[config.mk]
export PLATFORM = sky130hd
export DESIGN_NAME = plnk_link_csr
export DESIGN_NICKNAME = d
export VERILOG_FILES = /design/src/plnk_pkg.sv /design/src/plnk_rw_field.sv /design/src/plnk_link_csr.sv
export VERILOG_INCLUDE_DIRS = /design/src
export SDC_FILE = /design/constraint.sdc
export NUM_CORES = 1
export LEC_CHECK = 0
export BUFFER_PORTS_ARGS = -buffer_cell sky130_fd_sc_hd__buf_2
export CORE_ASPECT_RATIO = 1.2
export CORE_UTILIZATION = 34
export DETAILED_ROUTE_END_ITERATION = 10
export GPL_TIMING_DRIVEN = 1
export PLACE_DENSITY = 0.79
export SLEW_MARGIN = 40
export SYNTH_ARGS = -nofsm -noshare
export SYNTH_HDL_FRONTEND = slang
export SYNTH_SLANG_ARGS = --single-unit
[constraint.sdc]
create_clock -name clk -period 1 [get_ports clk]
set_clock_uncertainty 0.05 [all_clocks]
set_input_delay 0.05 -clock clk [delete_from_list [all_inputs] [get_ports clk]]
set_output_delay 0.05 -clock clk [all_outputs]
set_load 0.02 [all_outputs]
[src/plnk_regs.svh]
// Offsets, field positions, reset values and fixed codes of the link
// control and status word. Assumes a byte-addressed 12-bit register port.
`ifndef PLNK_REGS_SVH
`define PLNK_REGS_SVH

`define PLNK_ADDR_W           12
`define PLNK_CSR_OFFSET       12'h0d0
`define PLNK_CSR_RESET        32'h0011_0000

`define PLNK_DL_ACTIVE_BIT    29
`define PLNK_SLOT_CLK_BIT     28
`define PLNK_LANE_MSB         25
`define PLNK_LANE_LSB         20
`define PLNK_RATE_MSB         19
`define PLNK_RATE_LSB         16
`define PLNK_EXT_SYNC_BIT     7
`define PLNK_SHARED_CLK_BIT   6
`define PLNK_RETRAIN_BIT      5
`define PLNK_LINK_OFF_BIT     4
`define PLNK_BOUND_BIT        3
`define PLNK_PSC_MSB          1
`define PLNK_PSC_LSB          0

`define PLNK_LANE_VALUE       6'h01
`define PLNK_RATE_VALUE       4'h1
`define PLNK_WRITE_MASK       32'h0000_00cb
`define PLNK_READ_MASK        32'h33ff_00cb

`define PLNK_L0S_LAT_ASYNC    3'h3
`define PLNK_L0S_LAT_COMMON   3'h2
`define PLNK_L1_LAT_ASYNC     3'h0
`define PLNK_L1_LAT_COMMON    3'h0

`endif

[src/plnk_pkg.sv]
// Types shared by the link control and status register block.
// Assumes plnk_regs.svh carries every number except the field codes below.
package plnk_pkg;

    typedef enum logic [1:0] {
        PLNK_PSC_OFF  = 2'h0,
        PLNK_PSC_L0S  = 2'h1,
        PLNK_PSC_RSV2 = 2'h2,
        PLNK_PSC_RSV3 = 2'h3
    } plnk_psc_type;

    typedef enum logic {
        PLNK_BOUND_64B  = 1'h0,
        PLNK_BOUND_128B = 1'h1
    } plnk_bound_type;

    typedef enum logic {
        PLNK_REFCLK_ASYNC  = 1'h0,
        PLNK_REFCLK_COMMON = 1'h1
    } plnk_refclk_type;

endpackage

[src/plnk_rw_field.sv]
// One writable field of the control word, held in flip-flops.
// Assumes the caller decodes the write and supplies only the field bits.
`timescale 1ns/1ps

module plnk_rw_field #(
    parameter int                WIDTH     = 1,
    parameter logic [WIDTH-1:0]  RESET_VAL = '0
) (
    input  wire logic             clk,
    input  wire logic             arst_n,
    input  wire logic             ce,
    input  wire logic             wr_en,
    input  wire logic [WIDTH-1:0] wr_data,
    output logic      [WIDTH-1:0] q
);

    always_ff @(posedge clk or negedge arst_n) begin
        if (!arst_n) begin
            q <= RESET_VAL;
        end else if (ce && wr_en) begin
            q <= wr_data;
        end
    end

endmodule // plnk_rw_field

[src/plnk_link_csr.sv]
// Link control and status word of the bridge's capability structure.
// Assumes a same-clock register port and a same-clock EEPROM loader.
`timescale 1ns/1ps
`include "plnk_regs.svh"

module plnk_link_csr (
    input  wire logic                    clk,
    input  wire logic                    arst_n,
    input  wire logic                    ce,
    input  wire logic [`PLNK_ADDR_W-1:0] addr,
    input  wire logic [31:0]             wr_data,
    input  wire logic                    wr_en,
    input  wire logic                    rd_en,
    input  wire logic                    slot_clk_load,
    input  wire logic                    slot_clk_value,
    output logic      [31:0]             rd_data,
    output logic                         ext_sync_en,
    output logic                         shared_refclk_select,
    output logic                         completion_boundary_select,
    output logic      [1:0]              power_state_control,
    output logic                         l0s_entry_en,
    output logic      [2:0]              l0s_exit_latency,
    output logic      [2:0]              l1_exit_latency
);

    // Address decode
    wire logic csr_hit;
    wire logic wr_hit;
    wire logic rd_hit;

    assign csr_hit = (addr == `PLNK_CSR_OFFSET);
    assign wr_hit  = wr_en && csr_hit;
    assign rd_hit  = rd_en && csr_hit;

    // Writable fields; every other bit of a write is dropped here
    plnk_rw_field #(
        .WIDTH     (1),
        .RESET_VAL (1'h0)
    ) u_ext_sync (
        .clk     (clk),
        .arst_n  (arst_n),
        .ce      (ce),
        .wr_en   (wr_hit),
        .wr_data (wr_data[`PLNK_EXT_SYNC_BIT]),
        .q       (ext_sync_en)
    );

    plnk_rw_field #(
        .WIDTH     (1),
        .RESET_VAL (plnk_pkg::PLNK_REFCLK_ASYNC)
    ) u_shared_clk (
        .clk     (clk),
        .arst_n  (arst_n),
        .ce      (ce),
        .wr_en   (wr_hit),
        .wr_data (wr_data[`PLNK_SHARED_CLK_BIT]),
        .q       (shared_refclk_select)
    );

    plnk_rw_field #(
        .WIDTH     (1),
        .RESET_VAL (plnk_pkg::PLNK_BOUND_64B)
    ) u_bound (
        .clk     (clk),
        .arst_n  (arst_n),
        .ce      (ce),
        .wr_en   (wr_hit),
        .wr_data (wr_data[`PLNK_BOUND_BIT]),
        .q       (completion_boundary_select)
    );

    // Reserved codes are stored as written but never enable anything
    plnk_rw_field #(
        .WIDTH     (2),
        .RESET_VAL (plnk_pkg::PLNK_PSC_OFF)
    ) u_psc (
        .clk     (clk),
        .arst_n  (arst_n),
        .ce      (ce),
        .wr_en   (wr_hit),
        .wr_data (wr_data[`PLNK_PSC_MSB:`PLNK_PSC_LSB]),
        .q       (power_state_control)
    );

    // Slot clock bit: software cannot write it, only the EEPROM loader
    logic slot_refclk_shared;

    always_ff @(posedge clk or negedge arst_n) begin
        if (!arst_n) begin
            slot_refclk_shared <= 1'h0;
        end else if (ce && slot_clk_load) begin
            slot_refclk_shared <= slot_clk_value;
        end
    end

    // Derived control towards the link layer
    wire logic       next_l0s_entry_en;
    wire logic [2:0] next_l0s_exit_latency;
    wire logic [2:0] next_l1_exit_latency;
    wire logic       common_clk;

    assign common_clk = (shared_refclk_select
                         == plnk_pkg::PLNK_REFCLK_COMMON);
    assign next_l0s_entry_en = (power_state_control
                                == plnk_pkg::PLNK_PSC_L0S);
    // The latency shown to the partner follows the shared clock select
    // one enabled cycle after it is stored; no retraining is involved
    assign next_l0s_exit_latency = common_clk ? `PLNK_L0S_LAT_COMMON
                                              : `PLNK_L0S_LAT_ASYNC;
    assign next_l1_exit_latency  = common_clk ? `PLNK_L1_LAT_COMMON
                                              : `PLNK_L1_LAT_ASYNC;

    always_ff @(posedge clk or negedge arst_n) begin
        if (!arst_n) begin
            l0s_entry_en     <= 1'h0;
            l0s_exit_latency <= `PLNK_L0S_LAT_ASYNC;
            l1_exit_latency  <= `PLNK_L1_LAT_ASYNC;
        end else if (ce) begin
            l0s_entry_en     <= next_l0s_entry_en;
            l0s_exit_latency <= next_l0s_exit_latency;
            l1_exit_latency  <= next_l1_exit_latency;
        end
    end

    // Read word; constant and reserved bits are tied here, not stored
    wire logic [31:0] read_word;

    assign read_word = {
        2'h0,
        1'h0,
        slot_refclk_shared,
        2'h0,
        `PLNK_LANE_VALUE,
        `PLNK_RATE_VALUE,
        8'h00,
        ext_sync_en,
        shared_refclk_select,
        1'h0,
        1'h0,
        completion_boundary_select,
        1'h0,
        power_state_control
    };

    // Read data stands only in the cycle after the strobe; an unmapped
    // or idle cycle with ce high returns zero, while ce low holds rd_data
    wire logic [31:0] next_rd_data;

    assign next_rd_data = rd_hit ? read_word : 32'h0000_0000;

    always_ff @(posedge clk or negedge arst_n) begin
        if (!arst_n) begin
            rd_data <= 32'h0000_0000;
        end else if (ce) begin
            rd_data <= next_rd_data;
        end
    end
endmodule // plnk_link_csr

Yosys cells after proc, flatten, opt, wreduce, memory -nomap -nowiden
Cells that the tools add are included.
Widths: inputs -> output; s select.
{"block": "word_totals", "out_inout_bits": 44, "ff_bits": 42, "in_bits": 51, "elab_cells": 16}
{"block": "op_classes", "eq_ne": 2, "n_mux": 2, "reduce_logical": 4}
{"op": "$mux 29", "count": 1}
{"op": "$eq 12x8->1 const B", "count": 1}
{"op": "$logic_and 1x1->1", "count": 4}
{"op": "$eq 2x1->1 const B", "count": 1}
{"op": "$mux 1", "count": 1}

Depth between registers and ports, before layout
{"block": "logic_depth", "ltp_word": 3, "depth_mapped": 4, "ltp_nobuf": 3}

Hierarchy
Synthesis repeated with hierarchy kept, for this count alone.
{"block": "unflattened", "hier_cells": 88, "hier_area_um2": 930.9}
{"mod": "plnk_link_csr", "area_each_um2": 723.2, "n_inst": 1, "seq_area_each_um2": 251.5, "cells_each": 74}
{"mod": "plnk_rw_field at u_bound ...", "area_each_um2": 43.8, "n_inst": 3, "seq_area_each_um2": 25.0, "cells_each": 3}
{"mod": "plnk_rw_field at u_psc", "area_each_um2": 76.3, "n_inst": 1, "seq_area_each_um2": 50.0, "cells_each": 5}

Worst setup path before layout
OpenSTA, ideal clock, no wires.
{"block": "synth_timing", "path_kind": "input -> register", "start": "input addr[9]", "end": "register u_bound.q", "slack_ps": -127, "cell_stages": 4, "required_time_ps": 825, "setup_time_ps": 125, "n_path_buf": 1, "arrival_ps": 952, "path_cell_list": "nor4_2 > and4_1 > buf_6 > mux2_4"}
{"block": "synth_between", "elab_chain_len": 3}
{"item": "from (decl)", "line_no": "plnk_link_csr.sv:10", "rtl": "input wire logic [`PLNK_ADDR_W-1:0] addr,"}
{"item": "$eq 12x8->1 (no line)"}
{"item": "$logic_and 1x1->1", "line_no": "plnk_link_csr.sv:32", "rtl": "assign wr_hit = wr_en && csr_hit;"}
{"item": "$logic_and 1x1->1", "line_no": "plnk_rw_field.sv:20", "rtl": "end else if (ce && wr_en) begin"}
{"item": "to (signal assigned)", "line_no": "plnk_rw_field.sv:21", "rtl": "q <= wr_data;"}
{"item": "to (decl)", "line_no": "plnk_rw_field.sv:14", "rtl": "output logic [WIDTH-1:0] q"}
Every way passes these cells.
A chain may end at the register's enable or synchronous reset.

Worst setup path in the final report
{"block": "layout_timing", "start": "register l0s_exit_latency[0]", "end": "output l0s_exit_latency[0]"}
{"item": "from (decl)", "line_no": "plnk_link_csr.sv:22", "rtl": "output logic [2:0] l0s_exit_latency,"}
{"item": "from (signal assigned)", "line_no": "plnk_link_csr.sv:116", "rtl": "l0s_exit_latency <= `PLNK_L0S_LAT_ASYNC;"}
{"item": "from (signal assigned)", "line_no": "plnk_link_csr.sv:120", "rtl": "l0s_exit_latency <= next_l0s_exit_latency;"}
No word-level cell between the ends.

==> summary.md <==
| Metric | Value |
|---|---|
| CP max stage cell | `dfstp_2` |
| Post-DR wirelength/cell | `approximately 9.0 µm` |
| Clock buffer depth | `2` |
| Design area | `0.00120 mm²` |
| Post-synth EDFFs | `0` |
| GRT Util Overall | `12.0%` |
| Fmax | `956 MHz` |
| Switching Share | `28.7%` |
| Root Buffer | `clkbuf_4` |
| Clock Sinks | `15` |
| Largest net degree at the start of global routing | `16` |
| Final Util | `between 40% and 50%` |
| Mapped Avg Cell Area | `10.5 µm²` |
| Share of layout cells above drive strength 1 | `43.5%` |
| GP Congestion | `0.674` |
| Die Y | `58.4 µm` |
| Ys async rst share | `100%` |
| GRT overflow | `0` |
| Peak supply drop | `0.493 mV` |
| Area Growth Syn to Fin | `33.0%` |
| Synth Cell Area | `around 900 µm²` |
| Ys flop type | `dfrtp_1` |
| WS Path Type | `reg -> out` |
| Status | `complete, but fails checks` |
| CTS tree | `built` |
| Final setup vio count | `1` |
| Arrival @ worst endpoint | `950 ps` |
| Fillers | `about 260` |
| Sequential Power Share | `52.1%` |
| Placed cell area | `about 0.0010 mm²` |
| Initial Util | `35.7%` |
| DRT antenna net count | `0` |
| Post-DP HPWL | `1210 µm` |
| Top cells by count, synth | `buf_4 (30), dfrtp_1 (14), inv_1 (13)` |
| Reg clk slew, reported paths | `90 ps` |
| Drt first pass iters | `2` |
| Slew Limit Fails | `0` |
| Delay-heaviest family, CP | `flip-flops` |
| CP required | `around 900 ps` |
| Max Cap Viol | `0` |
| Crit path capture type | `output pin` |
| CTS H-tree lvls | `1` |
| Tmin final | `1050 ps` |
| Cell with the most instances after synthesis | `buf_4` |
| Vias per std cell | `between 3 and 4` |
| Initial antenna violation count | `0` |
| Hold Vio Cnt, Final | `0` |
| Clock power share | `29.4%` |
| Top post-synthesis cells by area | `dfrtp_1 (39%), buf_4 (25%), mux2_4 (8.3%), inv_1 (5.4%), o22ai_1 (4.2%)` |
| Vias in the first global route | `roughly 560` |
| Int Power | `0.844 mW` |
| #FFs+latches synth | `15` |
| Cells after synthesis | `86` |
| Cts bufs inserted | `3` |
| Maximum cell stage delay along the critical path | `550 ps` |
| Core area | `0.00253 mm²` |
| Port Buffers | `38` |
| Die X | `49.0 µm` |
| Synth cell types | `19` |
| Final worst slack | `-46.3 ps` |
| Crit-path cells | `buf_6` |
| Final period utilization | `105%` |
| CP startpoint kind | `flip-flop` |
| Fin nets | `190` |
| Worst Path Buf+Inv | `1` |
| DRC | `0` |
| Die Footprint | `0.00286 mm²` |
| Setup TNS | `-46.3 ps` |
| Synth area leader | `dfrtp_1` |
| Synth top area share | `38.8%` |
| Final wirelength | `1530 µm` |
| Psw | `approximately 0.34 mW` |
| PwrDens | `986 mW/mm²` |
| Vias | `660` |
| Post-synthesis sequential area ratio | `41.7%` |
| Hold Path Class | `in -> reg` |
| I/O pin total | `95` |
| Failing checks | `negative setup slack` |
| Clk_lat worst skew | `just under 300 ps` |
| RSZ-0062 raised after global routing | `yes` |
| Leak | `0.660 nW` |
| Number of placement rows | `20` |
| ANT cells | `0` |
| Synth warn | `0` |
| Starting DRT DRC Count | `20` |
| First-pass GRT wire length | `2500 µm` |
| Worst Path Max Fanout | `2` |
| Comb pwr share | `18.6%` |
## per-layer routing
| metal | GRT usage (%) | up-vias | part of all wire [%] |
|---|---|---|---|
| li1 | - | 322 | - |
| met1 | 12.2 | 286 | 39 |
| met2 | 21.2 | 49 | 50 |
| met3 | 4.91 | 3 | 9.5 |
| met4 | 6.30 | 0 | 1.6 |
| met5 | 0 | - | 0 |
## cells by family (layout without fill, tap and decap cells)
| kind of cell | count (synthesis) | after routing | synth area share [%] |
|---|---|---|---|
| compound gates | 8 | 8 | 5.69 |
| buf+inv | 45 | 70 | 32.2 |
| flops | 15 | 15 | 41.7 |
| mux | 7 | 7 | 10.8 |
| other cells | 2 | 29 | 0.832 |
| simple gates | 9 | 9 | 8.74 |
## registers in the layout, indices dropped and copies added (netlist names)
signal	flops
l0s_entry_en	1
l0s_exit_latency	1
u_shared_clk.q	1
u_psc.q	2
u_ext_sync.q	1
u_bound.q	1
slot_refclk_shared	1
rd_data	7
## final cells by class
type | count | area (µm²) | share of cell area [%]
sequential | 15 | 377 | 31.4
multi-input combinational | 53 | 354 | 29.5
timing repair buffer | 53 | 353 | 29.4
inverter | 13 | 48.8 | 4.07
tap | 33 | 41.3 | 3.44
clock buffer | 4 | 26.3 | 2.19
## worst paths after layout
check                                          from                   to  slack [ps]  cells after the start
worst max register to register           u_psc.q[0]           u_psc.q[0]          40                      2
worst min-delay path                  slot_clk_load   slot_refclk_shared          20                      3
min in group asynchronous                    arst_n          rd_data[28]         120                      2
max in group asynchronous                    arst_n  l0s_exit_latency[0]         490                      2
worst max-delay path            l0s_exit_latency[0]  l0s_exit_latency[0]         -50                      1
worst min register to register   slot_refclk_shared   slot_refclk_shared         470                      1
## placed cells by master (no fill, tap or decap)
cell type	n
a31o_2	1
and3b_1	3
and4_1	1
buf_2	34
buf_4	6
buf_6	6
clkbuf_1	1
clkbuf_4	3
conb_1	29
dfrtp_1	14
dfstp_2	1
dlygate4sd3_1	7
inv_1	13
mux2_2	2
mux2_4	5
nand2_1	1
nand4_1	1
nor2b_1	1
nor4_4	1
nor4b_4	1
o21ai_0	1
o22ai_1	6
## through the flow
step           hold WS (ps)  power (mW)  worst slack, ps  std cells
6_report               23.8        1.18            -46.3        171
5_1_grt                35.4        1.24            -76.9        171
3_3_place_gp          -93.3       0.817             -258        156
4_1_cts                23.4        1.18            -51.9        167
3_5_place_dp          -87.6       0.820             -305        156
2_1_floorplan          -296       0.837             -110        113
## power groups by stage
| stage | Clock (mW) | Sequential, mW | Combinational (mW) |
|---|---|---|---|
| floorplan | 0 | 0.628 | 0.209 |
| CTS | 0.352 | 0.616 | 0.213 |
| finish | 0.348 | 0.616 | 0.220 |
| detailed placement | 0 | 0.628 | 0.192 |
| global placement | 0 | 0.628 | 0.189 |
| global route | 0.384 | 0.617 | 0.241 |
## timing repair
| action | CTS | global route |
|---|---|---|
| hold buffers | 7 | 0 |
| pin swaps | 0 | 2 |
| endpoints found under the hold margin | 21 | 0 |
| buffers inserted | 0 | 4 |
| endpoints found under the setup margin | 1 | 9 |
| gates resized for setup | 2 | 6 |
Note: power is estimated with default switching activity, not from simulation.
